File: src/core/result_port_pkg.sv
package result_port_pkg;

  // Result and frame widths
  localparam int RESULT_W = 16;
  localparam int FRAME_BITS = 32;
  localparam int FIFO_DEPTH = 16;

  // Byte lane positions on the parallel bus
  localparam int LOW_LANE_LSB = 0;
  localparam int HIGH_LANE_LSB = 8;
  localparam int LANE_W = 8;

  // Clock figures
  localparam int CLK_MHZ = 200;
  localparam int SCLK_MAX_MHZ = 40;
  // Least internal half period so a generated clock never tops 40 MHz
  localparam int SCLK_HALF_MIN =
    (CLK_MHZ + 2 * SCLK_MAX_MHZ - 1) / (2 * SCLK_MAX_MHZ);
  // Extra half periods given to each channel's last bit
  localparam int LSB_STRETCH = 2;

  // Reset values
  localparam logic [15:0] RESULT_RST = 16'h0000;
  localparam logic [1:0] DIV_RST = 2'h0;

  // One conversion result pair, channel A and channel B
  typedef struct packed {
    logic [RESULT_W-1:0] ch_a;
    logic [RESULT_W-1:0] ch_b;
  } result_pair_s;

  // Pin group of the parallel bus, data and enables
  typedef struct packed {
    logic [RESULT_W-1:0] data;
    logic [RESULT_W-1:0] oe_n;
  } bus_drive_s;

  // Serial transmit states
  typedef enum logic [3:0] {
    ST_IDLE = 4'b0001,
    ST_LOAD = 4'b0010,
    ST_SHIFT = 4'b0100,
    ST_DONE = 4'b1000
  } ser_state_e;

  // Swap byte lanes when asked
  function automatic logic [15:0] lane_order(input logic [15:0] v,
                                             input logic swap);
    lane_order = swap ? {v[LOW_LANE_LSB +: LANE_W],
                         v[HIGH_LANE_LSB +: LANE_W]} : v;
  endfunction

  // Place the chosen channel first in a 32-bit frame
  function automatic logic [31:0] frame_of(input result_pair_s r,
                                           input logic a_first);
    frame_of = a_first ? {r.ch_a, r.ch_b} : {r.ch_b, r.ch_a};
  endfunction

endpackage

File: src/core/adc_result_output_port.sv
// What this block does
// - Low serial_parallel_select uses parallel bus; high uses serial output.
// - Master parallel with select and read low drives bus continuously.
// - Byte swap low: low byte on D[7:0]; high: lanes exchanged.
// - Parallel channel select high gives channel A, low gives channel B.
// - Channel A parallel at end of conversion; serial after channel B.
// - Serial frame is 32 bits, MSB first, both channels, 32 clocks.
// - Channel select high sends A first in frame, low sends B first.
// - Internal clock source generates serial clock and a sync output.
// - Master serial clock and sync may be inverted.
// - Read mode input picks after-conversion or during-next-conversion output, master only.
// - Read-during: sync low after each channel LSB, LSB period stretched.
// - Read-after master: busy high until 32 bits out; divider slows clock.
// - External clock gated by chip select; shift only with select, read low.
// - External clock continuous or discontinuous, idling high or low.
// - Slave read-after reads 32 bits after busy falls, up to 40 MHz.
// - Daisy chain only slave read-after; chain input sampled opposite edge.
// - Slave read-during must finish before conversion ends, else error pulse.
// - Data bus and serial lines high impedance whenever chip select or read is high; busy and error flag always driven.
// - Reset empties the buffer, clears busy and holds data bus high impedance.
`timescale 1ns/1ps
module adc_result_output_port
  import result_port_pkg::*;
#(
  parameter int RES_W = 16,
  parameter int DEPTH = 16
) (
  // Clock and reset
  input wire logic CLK,
  input wire logic SYS_RST,
  // Conversion core side
  input wire logic CONV_ACTIVE,
  input wire logic CH_A_DONE,
  input wire logic [RES_W-1:0] CH_A_RESULT,
  input wire logic CH_B_DONE,
  input wire logic [RES_W-1:0] CH_B_RESULT,
  output logic CORE_READY,
  // Mode straps
  input wire logic SERIAL_PARALLEL_SELECT,
  input wire logic BYTE_LANE_SWAP,
  input wire logic CHANNEL_SELECT,
  input wire logic CLOCK_SOURCE_SELECT,
  input wire logic INVERT_SCLK,
  input wire logic INVERT_SYNC,
  input wire logic [1:0] SERIAL_CLOCK_DIVIDER,
  input wire logic READ_MODE_OR_CHAIN_IN,
  // Host strobes
  input wire logic CS_N,
  input wire logic RD_N,
  // Parallel data bus
  output logic [RES_W-1:0] DATA_OUT,
  output logic [RES_W-1:0] DATA_OE_N,
  // Serial lines
  input wire logic SCLK_IN,
  output logic SCLK_OUT,
  output logic SCLK_OE_N,
  output logic SERIAL_DATA_OUT,
  output logic SERIAL_DATA_OE_N,
  output logic SYNC_OUT,
  output logic SYNC_OE_N,
  // Status
  output logic BUSY,
  output logic READ_OVERRUN_FLAG
);

  logic sel_n;
  logic serial_mode;
  logic master_mode;
  logic read_during;
  result_pair_s par_q;
  result_pair_s fifo_out;
  logic fifo_in_ready;
  logic fifo_out_valid;
  logic fifo_pop;
  logic [RES_W-1:0] par_word;
  logic [31:0] frame_q;
  logic [5:0] bit_q;
  ser_state_e st_q;
  logic sdo_q;
  logic sync_q;
  logic busy_q;
  logic err_q;
  logic sin_q;
  logic ext_q;
  logic ext_rise;
  logic ext_fall;
  logic gen_rise;
  logic gen_fall;
  logic gen_level;
  logic shift_edge;
  logic sample_edge;
  logic last_of_ch;
  logic chain_on;
  logic conv_q;
  logic frame_done;

  // Mode decode from straps
  assign sel_n = CS_N || RD_N;
  assign serial_mode = SERIAL_PARALLEL_SELECT;
  assign master_mode = !CLOCK_SOURCE_SELECT;
  assign read_during = READ_MODE_OR_CHAIN_IN && master_mode;
  // Chain input only meaningful in slave read-after
  assign chain_on = !master_mode && !conv_q;

  // Pair FIFO decouples conversion from the serial drain
  result_fifo #(
    .WIDTH(2 * RES_W),
    .DEPTH(DEPTH)
  ) u_fifo (
    .clk(CLK),
    .rst(SYS_RST),
    .in_valid(CH_B_DONE),
    .in_ready(fifo_in_ready),
    .in_data({par_q.ch_a, CH_B_RESULT}),
    .out_valid(fifo_out_valid),
    .out_ready(fifo_pop),
    .out_data(fifo_out)
  );
  // Back-pressure stalls the converter when serial frames pile up
  assign CORE_READY = fifo_in_ready;

  // Parallel holding registers; A visible at its own done
  always_ff @(posedge CLK or posedge SYS_RST) begin
    if (SYS_RST) begin
      par_q <= '{RESULT_RST, RESULT_RST};
    end else begin
      if (CH_A_DONE) par_q.ch_a <= CH_A_RESULT;
      if (CH_B_DONE) par_q.ch_b <= CH_B_RESULT;
    end
  end

  // Conversion activity register for edge detection
  always_ff @(posedge CLK or posedge SYS_RST) begin
    if (SYS_RST) conv_q <= 1'b0;
    else conv_q <= CONV_ACTIVE;
  end

  // Parallel word: channel choice then byte lanes
  assign par_word = lane_order(CHANNEL_SELECT ? par_q.ch_a : par_q.ch_b,
                               BYTE_LANE_SWAP);

  // Bus drive; select and read low keeps it driven, reset releases
  always_ff @(posedge CLK or posedge SYS_RST) begin
    if (SYS_RST) begin
      DATA_OUT <= '0;
      DATA_OE_N <= '1;
    end else begin
      DATA_OUT <= par_word;
      DATA_OE_N <= {RES_W{sel_n || serial_mode}};
    end
  end

  // External clock edges from the synchronous sample
  always_ff @(posedge CLK or posedge SYS_RST) begin
    if (SYS_RST) ext_q <= 1'b0;
    else ext_q <= SCLK_IN;
  end
  // Gated by select; idle level does not matter, only edges count
  assign ext_rise = !sel_n && SCLK_IN && !ext_q;
  assign ext_fall = !sel_n && !SCLK_IN && ext_q;

  // Internal clock generator with LSB stretch in read-during
  sclk_divider #(
    .HALF_MIN(SCLK_HALF_MIN)
  ) u_div (
    .clk(CLK),
    .rst(SYS_RST),
    .run(master_mode && st_q == ST_SHIFT),
    .div(read_during ? DIV_RST : SERIAL_CLOCK_DIVIDER),
    .stretch(read_during && last_of_ch),
    .rise(gen_rise),
    .fall(gen_fall),
    .level(gen_level)
  );

  // Shift on falling edge, sample chain input on the opposite edge
  assign shift_edge = master_mode ? gen_fall : ext_fall;
  assign sample_edge = master_mode ? gen_rise : ext_rise;
  assign last_of_ch = (bit_q == 6'(RES_W - 1)) ||
                      (bit_q == 6'(FRAME_BITS - 1));
  assign frame_done = shift_edge && bit_q == 6'(FRAME_BITS - 1);
  assign fifo_pop = serial_mode && st_q == ST_IDLE && fifo_out_valid &&
                    (master_mode || !sel_n);

  // Serial frame state; frame loaded only after channel B done
  always_ff @(posedge CLK or posedge SYS_RST) begin
    if (SYS_RST) begin
      st_q <= ST_IDLE;
      bit_q <= '0;
      frame_q <= '0;
    end else begin
      case (st_q)
        ST_IDLE: begin
          if (fifo_pop) begin
            frame_q <= frame_of(fifo_out, CHANNEL_SELECT);
            bit_q <= '0;
            st_q <= ST_LOAD;
          end
        end
        ST_LOAD: begin
          st_q <= ST_SHIFT;
        end
        ST_SHIFT: begin
          if (shift_edge) begin
            frame_q <= {frame_q[30:0], sin_q};
            bit_q <= bit_q + 6'h01;
          end
          if (frame_done) st_q <= ST_DONE;
        end
        ST_DONE: begin
          st_q <= ST_IDLE;
        end
        default: st_q <= ST_IDLE;
      endcase
    end
  end

  // Chain input caught on the sampling edge
  always_ff @(posedge CLK or posedge SYS_RST) begin
    if (SYS_RST) sin_q <= 1'b0;
    else if (sample_edge && chain_on) sin_q <= READ_MODE_OR_CHAIN_IN;
  end

  // Data bit register; holds between frames
  always_ff @(posedge CLK or posedge SYS_RST) begin
    if (SYS_RST) sdo_q <= 1'b0;
    else if (st_q == ST_LOAD) sdo_q <= frame_q[31];
    else if (st_q == ST_SHIFT && shift_edge) sdo_q <= frame_q[30];
  end

  // Sync high while a channel is being sent; low after its LSB in read-during, after the frame in read-after
  always_ff @(posedge CLK or posedge SYS_RST) begin
    if (SYS_RST) sync_q <= 1'b0;
    else if (st_q == ST_LOAD) sync_q <= 1'b1;
    else if (shift_edge && last_of_ch && read_during) sync_q <= 1'b0;
    // Back high on the second channel's first rise so the host re-arms
    else if (sample_edge && bit_q == 6'(RES_W)) sync_q <= 1'b1;
    else if (frame_done) sync_q <= 1'b0;
  end

  // Busy follows conversion, stretched in master read-after
  always_ff @(posedge CLK or posedge SYS_RST) begin
    if (SYS_RST) busy_q <= 1'b0;
    else if (CONV_ACTIVE) busy_q <= 1'b1;
    else if (serial_mode && master_mode && !read_during &&
             (st_q != ST_IDLE || fifo_out_valid)) busy_q <= 1'b1;
    else busy_q <= 1'b0;
  end

  // Overrun pulse when a slave read-during frame is cut by conversion end
  always_ff @(posedge CLK or posedge SYS_RST) begin
    if (SYS_RST) err_q <= 1'b0;
    else err_q <= serial_mode && !master_mode && conv_q && !CONV_ACTIVE &&
                  st_q == ST_SHIFT && bit_q != '0;
  end

  // Pin drive; serial lines released unless selected and reading, busy and error flag always driven
  always_comb begin
    SERIAL_DATA_OUT = sdo_q;
    SERIAL_DATA_OE_N = sel_n || !serial_mode;
    SCLK_OUT = gen_level ^ INVERT_SCLK;
    SCLK_OE_N = sel_n || !serial_mode || !master_mode;
    SYNC_OUT = sync_q ^ INVERT_SYNC;
    SYNC_OE_N = sel_n || !serial_mode || !master_mode;
    BUSY = busy_q;
    READ_OVERRUN_FLAG = err_q;
  end

endmodule // adc_result_output_port

File: src/core/result_fifo.sv
`timescale 1ns/1ps
module result_fifo #(
  parameter int WIDTH = 32,
  parameter int DEPTH = 16
) (
  // Clock and reset
  input wire logic clk,
  input wire logic rst,
  // Fill side
  input wire logic in_valid,
  output logic in_ready,
  input wire logic [WIDTH-1:0] in_data,
  // Drain side
  output logic out_valid,
  input wire logic out_ready,
  output logic [WIDTH-1:0] out_data
);
  localparam int AW = $clog2(DEPTH);
  logic [WIDTH-1:0] mem [DEPTH];
  logic [AW-1:0] wr_q;
  logic [AW-1:0] rd_q;
  logic [AW:0] cnt_q;
  logic push;
  logic pop;

  // Full compares the count at its full width; AW bits would wrap to zero
  assign in_ready = (cnt_q != (AW + 1)'(DEPTH));
  assign out_valid = (cnt_q != '0);
  assign push = in_valid && in_ready;
  assign pop = out_valid && out_ready;
  assign out_data = mem[rd_q];

  // Storage write, no reset needed for data
  always_ff @(posedge clk) begin
    if (push) begin
      mem[wr_q] <= in_data;
    end
  end

  // Pointers and count
  always_ff @(posedge clk or posedge rst) begin
    if (rst) begin
      wr_q <= '0;
      rd_q <= '0;
      cnt_q <= '0;
    end else begin
      if (push) wr_q <= wr_q + 1'b1;
      if (pop) rd_q <= rd_q + 1'b1;
      if (push && !pop) cnt_q <= cnt_q + 1'b1;
      else if (pop && !push) cnt_q <= cnt_q - 1'b1;
    end
  end
endmodule // result_fifo

File: src/core/sclk_divider.sv
`timescale 1ns/1ps
module sclk_divider #(
  parameter int HALF_MIN = 3
) (
  // Clock and reset
  input wire logic clk,
  input wire logic rst,
  // Control
  input wire logic run,
  input wire logic [1:0] div,
  input wire logic stretch,
  // Edge strobes of the generated clock
  output logic rise,
  output logic fall,
  output logic level
);
  logic [7:0] cnt_q;
  logic [7:0] half;
  logic lvl_q;

  // Divider code doubles the half period per step; stretch lengthens LSB
  always_comb begin
    half = 8'(HALF_MIN) << div;
    if (stretch) half = half + 8'(HALF_MIN * 2);
  end

  assign rise = run && (cnt_q == half - 8'h01) && !lvl_q;
  assign fall = run && (cnt_q == half - 8'h01) && lvl_q;
  assign level = lvl_q;

  // Half period counter and clock level
  always_ff @(posedge clk or posedge rst) begin
    if (rst) begin
      cnt_q <= 8'h00;
      lvl_q <= 1'b0;
    end else if (!run) begin
      cnt_q <= 8'h00;
      lvl_q <= 1'b0;
    end else if (cnt_q == half - 8'h01) begin
      cnt_q <= 8'h00;
      lvl_q <= ~lvl_q;
    end else begin
      cnt_q <= cnt_q + 8'h01;
    end
  end
endmodule // sclk_divider

File: config.mk
export PLATFORM = sky130hd
export DESIGN_NAME = adc_result_output_port
export DESIGN_NICKNAME = d
export VERILOG_FILES = /design/src/core/result_port_pkg.sv /design/src/core/adc_result_output_port.sv /design/src/core/result_fifo.sv /design/src/core/sclk_divider.sv
export SDC_FILE = /design/constraint.sdc
export NUM_CORES = 1
export LEC_CHECK = 0
export BUFFER_PORTS_ARGS = -buffer_cell sky130_fd_sc_hd__buf_4
export CORE_ASPECT_RATIO = 2
export CORE_MARGIN = 4
export CORE_UTILIZATION = 49
export CTS_BUF_LIST = sky130_fd_sc_hd__clkbuf_4
export DETAILED_ROUTE_END_ITERATION = 6
export GPL_TIMING_DRIVEN = 0
export PLACE_DENSITY = 0.8
export SYNTH_ARGS = -nofsm -noshare
export SYNTH_HDL_FRONTEND = slang
export SYNTH_SLANG_ARGS = --single-unit
File: constraint.sdc
create_clock -name CLK -period 4.25 [get_ports CLK]
set_input_delay 1.275 -clock CLK [delete_from_list [all_inputs] [get_ports CLK]]
set_output_delay 1.275 -clock CLK [all_outputs]
set_load 0.01 [all_outputs]
==> out/metrics.csv, run 1 <==
metric,value,unit
status,"complete, no violations",
multi_input_area,0.006460,mm2
p_leak,9.694,nW
grt_overflow,0,
synth_seq_area_share,73.02,%
floorplan.initialDensity,49.41,%
cts_hold_buf,0,
syn_area_per_cell,20.73,um2
skew,81.61,ps
period_share,83.33,%
drc,0,
setup.worst_path.end_class,output port,
synth_warnings,0,
intPower,10.63,mW
vias,13476,
cts_root_buf,clkbuf_4,
rsz0062_at_grt,false,
cp-start-kind,primary input,
finalNetCount,1525,
max_stage_delay,300,ps
crit_top_cell,buf_4,
p_per_area,493.0,mW/mm2
async_flop_share,18.99,%
fin_ws,708.6,ps
cts_sinks,632,
hold_path_depth,1,
drt-initial-drc-count,1266,
clk_pin_slew_worst_paths,70,ps
finalSetupViolations,0,
wl_per_cell,27.20,um
ant_nets,0,
worstSetupPathType,in -> out,
seq_power_share,55.3,%
syn_area,0.02517,mm2
worstMarginPinSlew,1096,ps
cts_made_buffers,134,
period_needed,3541,ps
syn-num-nets,1280,
synthCells,1214,
post-place-ws,-88.57,ps
port_buffers,86,
crit_chain,buf_4 -> nor2_1 -> nand2_1 -> or2_2 -> buf_4 -> buf_4,
postCtsResizedCells,0,
grt_usage,22.20,%
core,0.05094,mm2
syn_to_final_growth,15.43,%
slew_headroom,26.92,%
first_pass_iters,7,
slew_violations,0,
clkPwrFrac,32.4,%
dieArea,0.05528,mm2
num_io_pins,90,
critPathMaxFanout,3,
regArea,0.01838,mm2
fillers,3681,
dieHeight,328.5,um
arrival,2270,ps
p_sw,3.691,mW
die_x,168.3,um
h-tree-depth,4,
comb_power_share,12.3,%
synth_cell_types,54,
clk_latency,870,ps
total_power,14.33,mW
gp_congestion,0.8970,
antenna_found_initial,3,
via_per_inst,6.076,
cts_tree,done,
grt_max_degree,41,
maxCapViolCount,0,
synth-seq-cells,632,
drive_above_1_share,39.48,%
drt_wl_total,60320,um
slowest_stage,or2_2,
grt_pass1_vias,14464,
dp_hpwl,40990,um
grt_pass1_wl,90160,um
vdd_drop_max,0.1962,mV
synthFlopType,edfxtp_1,
clockBufferDepth,3,
hold_viol,0,
rr_worst_depth,13,
min_path_type,reg -> reg,
rows,117,
cts_setup_buffers,0,
fin_util,57.03,%
fmax,0.2824,GHz
crit_required,2970,ps
switching_share,25.76,%
synth-edff-count,512,
per-stage QoR:
| stage | instance area [um2] | hold slack, ps | TNS, ps | std cells |
|---|---|---|---|---|
| after global placement | 26660 | 479.0 | -735750 | 1954 |
| after global routing | 29060 | 461.7 | 0 | 2218 |
| after floorplan | 25190 | 450.5 | 0 | 1214 |
| after detailed placement | 27280 | 485.1 | -1084 | 1977 |
| after CTS | 29050 | 463.0 | 0 | 2217 |
| final | 29060 | 499.5 | 0 | 2218 |
routing by layer:
| layer | vias to the layer above | wire length [um] | GRT usage [%] | part of all wire [%] |
|---|---|---|---|---|
| li1 | 5594 | - | - | - |
| met5 | - | 27 | 0 | 0.045 |
| met1 | 6983 | 19620 | 24.58 | 33 |
| met4 | 4 | 3762 | 13.53 | 6.2 |
| met3 | 182 | 4389 | 4.834 | 7.3 |
| met2 | 713 | 32520 | 38.83 | 54 |
cell type report:
type / count / share of cell area [%]
multi-input cells: 478 / 22.23
plain buffers: 85 / 1.378
inverters: 19 / 0.2584
clock buffers: 187 / 4.832
flip-flops and latches: 632 / 63.26
diodes: 1 / 0.008613
well taps: 654 / 2.816
clock inverters: 53 / 1.245
repair buffers: 109 / 3.970
flip-flops by register name, indices dropped and copies added, names as in the netlist, 4 cells and up:
signal,count
u_fifo.mem,512
frame_q,32
par_q,32
DATA_OUT,16
u_div.cnt_q,8
bit_q,6
u_fifo.cnt_q,5
st_q,4
u_fifo.rd_q,4
u_fifo.wr_q,4
layout by cell type, fill, tap and decap left out, types with 13 or more instances in the layout:
cell type	instances
a21oi_1	13
buf_2	17
inv_1	18
nor2_1	22
clkinv_1	34
buf_12	15
mux2_2	34
nand2_1	25
o221a_2	31
ha_1	16
buf_4	102
edfxtp_1	512
xnor2_1	13
dfrtp_1	118
o22a_1	31
clkbuf_4	187
mux4_2	176
clkbuf_1	43
Yosys cell counts, drive strengths merged (2+ instances only):
library cell / instances / area (um2)
edfxtp: 512 / 15370
mux4: 176 / 3964
dfrtp: 118 / 2953
clkbuf: 43 / 161.4
buf: 42 / 239.0
mux2: 34 / 382.9
nor2: 34 / 127.6
o221a: 31 / 349.1
o22a: 31 / 271.5
nand2: 25 / 93.84
inv: 19 / 71.32
ha: 16 / 200.2
a21oi: 14 / 73.82
xnor2: 13 / 113.9
nand3: 11 / 55.05
o21ai: 11 / 55.05
xor2: 11 / 96.34
nor3: 9 / 45.04
or3: 6 / 37.54
nand2b: 5 / 31.28
nor2b: 5 / 38.78
nand4b: 4 / 35.03
a211oi: 3 / 22.52
a31oi: 3 / 18.77
and3: 3 / 18.77
mux2i: 3 / 33.78
nand4: 3 / 18.77
nor4: 3 / 18.77
nor4b: 3 / 26.28
or2: 3 / 18.77
a21o: 2 / 15.01
and4b: 2 / 23.77
dfstp: 2 / 52.55
or4: 2 / 18.77
worst paths after layout:
| check | startpoint | to | slack [ps] |
|---|---|---|---|
| setup / recovery | RD_N | SYNC_OE_N | 710 |
| hold / removal | u_fifo.cnt_q[4] | u_fifo.cnt_q[4] | 500 |
| setup reg to reg | bit_q[1] | bit_q[2] | 810 |
| hold reg to reg | u_fifo.cnt_q[4] | u_fifo.cnt_q[4] | 500 |
| max in group asynchronous | SYS_RST | par_q[30] | 2750 |
| min in group asynchronous | SYS_RST | u_div.cnt_q[1] | 600 |
logic make-up (layout without fill, tap and decap cells):
kind of cell | count (synthesis) | count (layout) | share of synthesized area (%)
DFF | 632 | 632 | 73.02
muxes | 213 | 213 | 17.40
and+or+nand+nor | 122 | 122 | 2.545
buffers and inverters | 104 | 453 | 1.874
AOI/OAI and AO/OA | 102 | 102 | 3.445
xor gates and xnor gates | 24 | 24 | 0.8351
adders and majority gates | 17 | 17 | 0.8749
other | 0 | 1 | 0
power by group through the flow:
stage | clock network (mW) | logic (mW) | registers (mW)
3_5_place_dp | 0 | 1.77 | 8.04
2_1_floorplan | 0 | 0.976 | 7.92
4_1_cts | 4.74 | 1.78 | 7.91
3_3_place_gp | 0 | 1.46 | 8.02
6_report | 4.64 | 1.76 | 7.92
5_1_grt | 5.07 | 1.88 | 7.98
critical path, delay by kind of cell:
family / cells / cell delay, ps
AND/OR/NAND/NOR: 3 / 610
buffers and inverters: 3 / 380
No activity file was read; power rests on OpenSTA's default activity.
==> inputs of run 2 (changes only) <==
- clock period: 4.25 -> 2.9 ns (I/O delays scaled with it)
==> run 2 against run 1 <==
  * Largest power group unchanged
  * Sequential power is 48% higher
  * Design area is 2.5% higher
  * Non-clock buffer count is 11 higher
  * Largest cell class unchanged
  * Die area stayed put
  * Combinational power is 72% higher
  * The run now ends with negative setup slack left
  * Worst hold slack worse by 380 ps
  * Wire length is 4.1% higher
  * First-iteration DRC count is 5.1% higher
  * Clock skew is 29 ps lower
  * Highest routed layer is now met4
  * Clock-buffer cell count is 10 lower
==> out/metrics.csv, run 2 (synthesized netlist as in run 1, its figures left out) <==
metric,value,unit,change
cts_made_buffers,133,,-0.75%
hold_viol,0,,unchanged
grt_usage,23.02,%,+0.82 points
die_x,168.3,um,unchanged
port_buffers,86,,unchanged
worstMarginPinSlew,990.5,ps,-105.7 ps
slew_headroom,33.97,%,+7.0 points
grt_pass1_wl,92460,um,+2.5%
p_leak,9.934,nW,+2.5%
violations,negative setup slack,,
arrival,3850,ps,+1580 ps
final_cells,2225,,+0.32%
num_io_pins,90,,unchanged
drc,0,,unchanged
fin_ws,-181.0,ps,-889.7 ps
p_per_area,713.1,mW/mm2,+45%
largest-register,u_fifo.mem,,
dieHeight,328.5,um,unchanged
clockBufferDepth,3,,unchanged
vias,13632,,+1.2%
vdd_drop_max,0.3493,mV,+78%
slew_violations,0,,unchanged
syn_to_final_growth,18.26,%,
gp_congestion,0.8580,,-4.3%
slowest_stage,or4_4,,
period_needed,3081,ps,
drive_above_1_share,43.57,%,+4.1 points
dp_hpwl,41380,um,+0.95%
rows,117,,unchanged
ant_nets,0,,unchanged
finalSetupViolations,37,,+37
grt_max_degree,38,,-7.3%
fin_util,58.43,%,+1.4 points
rsz0062_at_grt,true,,
grt_overflow,0,,unchanged
post-place-ws,-1148,ps,-1060 ps
core,0.05094,mm2,unchanged
period_share,106.2,%,
crit_required,3660,ps,+690 ps
skew,52.98,ps,-28.63 ps
fmax,0.3246,GHz,
cts_sinks,632,,unchanged
worstSetupPathType,reg -> reg,,
drt_wl_total,62810,um,+4.1%
critPathMaxFanout,4,,+1
final_cell_mix,"edfxtp_1, clkbuf_4, mux4_2",,
floorplan.initialDensity,49.41,%,unchanged
setup.worst_path.end_class,flip-flop,,
clk_pin_slew_worst_paths,80,ps,about the same
cts_root_buf,clkbuf_4,,
min_path_type,in -> reg,,
wl_per_cell,28.23,um,+3.8%
antenna_found_initial,2,,-1
clk_latency,870,ps,about the same
status,finished with violations,,
dieArea,0.05528,mm2,unchanged
final_common_cell,edfxtp_1,,
biggestRegsByFlops,"u_fifo.mem (512), frame_q (32), par_q (32)",,
max_stage_delay,470,ps,+170 ps
h-tree-depth,4,,unchanged
whs,121.3,ps,-378.3 ps
maxCapViolCount,0,,unchanged
first_pass_iters,5,,-2
via_per_inst,6.127,,+0.84%
fillers,3620,,-1.7%
post-place-cells,1975,,-0.10%
finalNetCount,1538,,+0.85%
cts_tree,done,,
grt_pass1_vias,14406,,-0.40%
drt-initial-drc-count,1330,,+5.1%
largest_reg_flops,512,,unchanged
crit_chain,ha_2 -> and4b_4 -> mux2i_2 -> inv_1 -> ha_4 -> xor2_1 -> o2111ai_2 -> a31oi_1 -> nand4_1 -> or4_4 -> a2111o_1 -> o31a_1,,
cp-start-kind,flip-flop,,
==> run 2: path summary, 6_finish.rpt <==
| kind | from | to | slack [ps] | depth (start not counted) |
|---|---|---|---|---|
| min reg2reg | u_fifo.cnt_q[4] | u_fifo.cnt_q[4] | 510 | 1 |
| min in group asynchronous | SYS_RST | frame_q[20] | 160 | 2 |
| min | CONV_ACTIVE | conv_q | 120 | 1 |
| max reg2reg | bit_q[0] | sync_q | -180 | 12 |
| max | bit_q[0] | sync_q | -180 | 12 |
| max in group asynchronous | SYS_RST | st_q[0] | 1880 | 4 |
==> run 2: timing repair <==
item | in CTS | in global routing
resized for setup | 47 | 33
endpoints found under the setup margin | 108 | 55
hold buffers | 0 | 0
setup buffers | 8 | 6
gates cloned | 2 | 3
pin swaps | 4 | 6
==> run 2: report_power, final <==
group / internal [mW] / switching [mW] / total, mW
combinational: 1.40 / 1.63 / 3.02
clock: 3.15 / 3.34 / 6.48
sequential: 11.0 / 0.693 / 11.7
==> run 2: worst max-delay path: cells and delay by family (launching register included) <==
family / cells / cell delay, ps
AO/OA/AOI/OAI: 4 / 820
AND/OR/NAND/NOR: 3 / 810
adder cells (fa/ha/maj): 2 / 480
flip-flops: 1 / 420
multiplexers: 1 / 170
XOR/XNOR: 1 / 160
buffers and inverters: 1 / 100
==> run 2: stage by stage <==
stage | setup TNS (ps) | cell area (um2) | total power, mW
after global placement | -1030180 | 27140 | 14.28
final | -1564 | 29770 | 21.23
after detailed placement | -359930 | 27700 | 14.70
after CTS | -187.0 | 29540 | 21.28
after global routing | -6087 | 29770 | 22.10
after floorplan | -98230 | 25680 | 13.40
==> run 2: final cells by class <==
| class | instances | area, um2 | share of cell area [%] |
|---|---|---|---|
| Sequential cell | 632 | 18380 | 61.75 |
| Multi-Input combinational cell | 481 | 6959 | 23.38 |
| Clock buffer | 177 | 1329 | 4.464 |
| Timing Repair Buffer | 122 | 1296 | 4.355 |
| Tap cell | 654 | 818.3 | 2.749 |
| Buffer | 83 | 575.6 | 1.934 |
| Clock inverter | 56 | 329.1 | 1.105 |
| Inverter | 19 | 75.07 | 0.2522 |
| Antenna cell | 1 | 2.502 | 0.008407 |
==> run 2: per-layer routing <==
layer	vias to the layer above	GRT usage [%]	part of all wire (%)	wire length, um
li1	5619	-	-	-
met1	7089	25.93	33	20690
met2	752	41.35	55	34400
met3	172	4.473	7.3	4557
met4	0	11.71	5.0	3165
met5	-	0	0	0
==> inputs of run 3 (changes only) <==
- PLACE_DENSITY: 0.8 -> 0.71
==> run 3 against run 2 <==
  * The flow still finishes with violations (negative setup slack)
  * Power up 2.4%
  * Clock power up 9.7%
  * Flip-flop and latch count unchanged
  * Register-to-register slack better by 130 ps
  * Wire length down 1.3%
  * Combinational power down 3%
  * Fmax up 4.5%
  * Global-route usage down 0.27 points
  * Design area up 0.21%
  * Clock skew up 13 ps
  * Clock-buffer cell count up 23
  * Largest cell class unchanged
==> out/metrics.csv, run 3 (synthesized netlist as in run 1, its figures left out) <==
metric,value,unit,change
arrival,3680,ps,-170 ps
finalSetupViolations,2,,-95%
via_per_inst,5.948,,-2.9%
grt_overflow,0,,unchanged
skew,66.21,ps,+13.23 ps
maxCapViolCount,0,,unchanged
wl_met3,4395,um,-3.6%
cts_tree,done,,
rsz0062_at_grt,true,,
postLayoutCellArea,0.02983,mm2,+0.21%
slew_headroom,7.084,%,-27 points
post-place-cells,1975,,unchanged
ant_nets,0,,unchanged
comb_power_share,13.4,%,-0.8 points
biggestRegsByFlops,"u_fifo.mem (512), frame_q (32), par_q (32)",,
p_sw,5.628,mW,-0.49%
core,0.05094,mm2,unchanged
max_stage_delay,450,ps,-20 ps
hold_start,SCLK_IN,,
multi_input_area,0.006895,mm2,-0.92%
slew_violations,0,,unchanged
clk_pin_slew_worst_paths,80,ps,about the same
crit_required,3630,ps,-30 ps
gp_congestion,0.8272,,-3.6%
syn_to_final_growth,18.52,%,
first_pass_iters,6,,+1
wirelength_met1,20200,um,-2.4%
h-tree-depth,4,,unchanged
final_cell_mix,"edfxtp_1, clkbuf_4, mux4_2",,
clockBufferDepth,3,,unchanged
worstSetupPathType,reg -> reg,,
finalNetCount,1548,,+0.65%
intPower,16.10,mW,+3.4%
crit_chain,ha_2 -> and4b_4 -> mux2i_4 -> inv_2 -> ha_4 -> xor2_2 -> o2111ai_2 -> a31oi_1 -> nand4_1 -> or4_4 -> a2111o_1 -> o31a_1,,
route.top_layer_used,met4,,
whs,136.1,ps,+14.81 ps
dp_hpwl,40940,um,-1.1%
violations,negative setup slack,,
slowest_stage,or4_4,,
hold_path_depth,1,,unchanged
dr_wl_met2,34110,um,-0.83%
final_cells,2249,,+1.1%
grt_pass1_wl,91430,um,-1.1%
cp_top_family,compound AO/OA/AOI/OAI gates,,
cp-start-kind,flip-flop,,
grt_pass1_vias,14553,,+1.0%
min_path_type,in -> reg,,
period_share,101.7,%,-4.6 points
num_io_pins,90,,unchanged
period_needed,2948,ps,-132.8 ps
regToRegEndpoint,sync_q,,
total_power,21.73,mW,+2.4%
critPathMaxFanout,2,,-2
rows,117,,unchanged
drc,0,,unchanged
fin_ws,-48.23,ps,+132.8 ps
dieArea,0.05528,mm2,unchanged
dieHeight,328.5,um,unchanged
regArea,0.01838,mm2,about the same
worstMarginPinSlew,1374,ps,+383.9 ps
fmax,0.3392,GHz,+4.5%
grt_max_degree,44,,+16%
grt_usage,22.75,%,-0.27 points
cts_root_buf,clkbuf_4,,
clk_latency,870,ps,about the same
die_x,168.3,um,unchanged
largest-register,u_fifo.mem,,
path_buf_inv,1,,unchanged
drive_above_1_share,43.62,%,+0.053 points
final_common_cell,edfxtp_1,,
rr_worst_depth,12,,unchanged
hold_end,ext_q,,
largest_reg_flops,512,,unchanged
cts_made_buffers,139,,+4.5%
r2r_start,bit_q[0],,
p_leak,10.02,nW,+0.89%
port_buffers,86,,unchanged
drt_wl_total,62000,um,-1.3%
wl_per_cell,27.57,um,-2.3%
hold_viol,0,,unchanged
vias,13378,,-1.9%
setup.worst_path.end_class,flip-flop,,
switching_share,25.90,%,-0.74 points
p_per_area,728.4,mW/mm2,+2.1%
status,finished with violations,,
clkPwrFrac,32.7,%,+2.2 points
place_area,0.02762,mm2,-0.28%
r2r_setup_slack,-50,ps,+130 ps
seq_power_share,53.8,%,-1.4 points
finalSetupTns,-68.67,ps,+1495 ps
fillers,3764,,+4.0%
floorplan.initialDensity,49.41,%,unchanged
drt-initial-drc-count,1008,,-24%
vdd_drop_max,0.5369,mV,+54%
cts_sinks,632,,unchanged
antenna_found_initial,4,,+2
## run 3: cell types whose count changed in the layout (fill, tap and decap cells not counted), sizes merged, moves of 3 or more
cell / change
diode: +3
inv: +3
clkinv: -11
bufinv: +3
buf: +5
clkbuf: +23
## run 3: area by class of cell
| cell class | instances | area share, % |
|---|---|---|
| Antenna cell | 4 | 0.03355 |
| Buffer | 83 | 1.787 |
| Clock buffer | 200 | 5.033 |
| Clock inverter | 50 | 1.216 |
| Inverter | 19 | 0.2517 |
| Multi-Input combinational cell | 480 | 23.11 |
| Sequential cell | 632 | 61.61 |
| Tap cell | 654 | 2.743 |
| Timing Repair Buffer | 127 | 4.207 |
## run 3: worst register-to-register path, cell delays in order, from the launching register on
cell	delay, ps
dfrtp_1	400
ha_2	190
and4b_4	200
mux2i_4	160
inv_2	60
ha_4	270
xor2_2	140
o2111ai_2	150
a31oi_1	180
nand4_1	140
or4_4	450
a2111o_1	390
o31a_1	110
## run 3: worst max-delay path by stage
stage / startpoint / end / slack (ps) / depth (start not counted)
5_1_grt: bit_q[1] / sync_q / -220 / 12
6_report: bit_q[0] / sync_q / -50 / 12
3_5_place_dp: CH_B_DONE / u_fifo.mem[15][11] / -920 / 5
2_1_floorplan: CH_B_DONE / u_fifo.mem[7][0] / -590 / 5
3_3_place_gp: CH_B_DONE / u_fifo.mem[11][19] / -2750 / 5
4_1_cts: bit_q[1] / sync_q / -190 / 12
## run 3: power by group through the flow
stage	registers, mW	logic (mW)	clock network [mW]
floorplan	11.7	1.72	0
global placement	11.8	2.47	0
detailed placement	11.9	2.80	0
CTS	11.7	2.88	7.29
global route	11.8	3.10	7.77
finish	11.7	2.92	7.11
## run 3: per-stage QoR
step,util (%),worst slack (ps)
after global placement,53.28,-2749
after detailed placement,54.22,-917.0
final,58.56,-48.23
after global routing,58.55,-219.0
after floorplan,-,-594.0
after CTS,58.24,-192.0
## run 3: routing by layer
| metal | up-vias | global-route usage (%) |
|---|---|---|
| li1 | 5640 | - |
| met1 | 6971 | 24.61 |
| met2 | 603 | 41.22 |
| met3 | 164 | 5.363 |
| met4 | 0 | 11.58 |
| met5 | - | 0 |
## run 3: timing repair
item                                   4_1_cts  5_1_grt
hold buffers                                 1        0
pin swaps                                    6        6
endpoints found under the hold margin       13        0
buffers inserted                             9       10
gates cloned                                 1        1
setup endpoints to repair                   78       91
resized for setup                           36       17
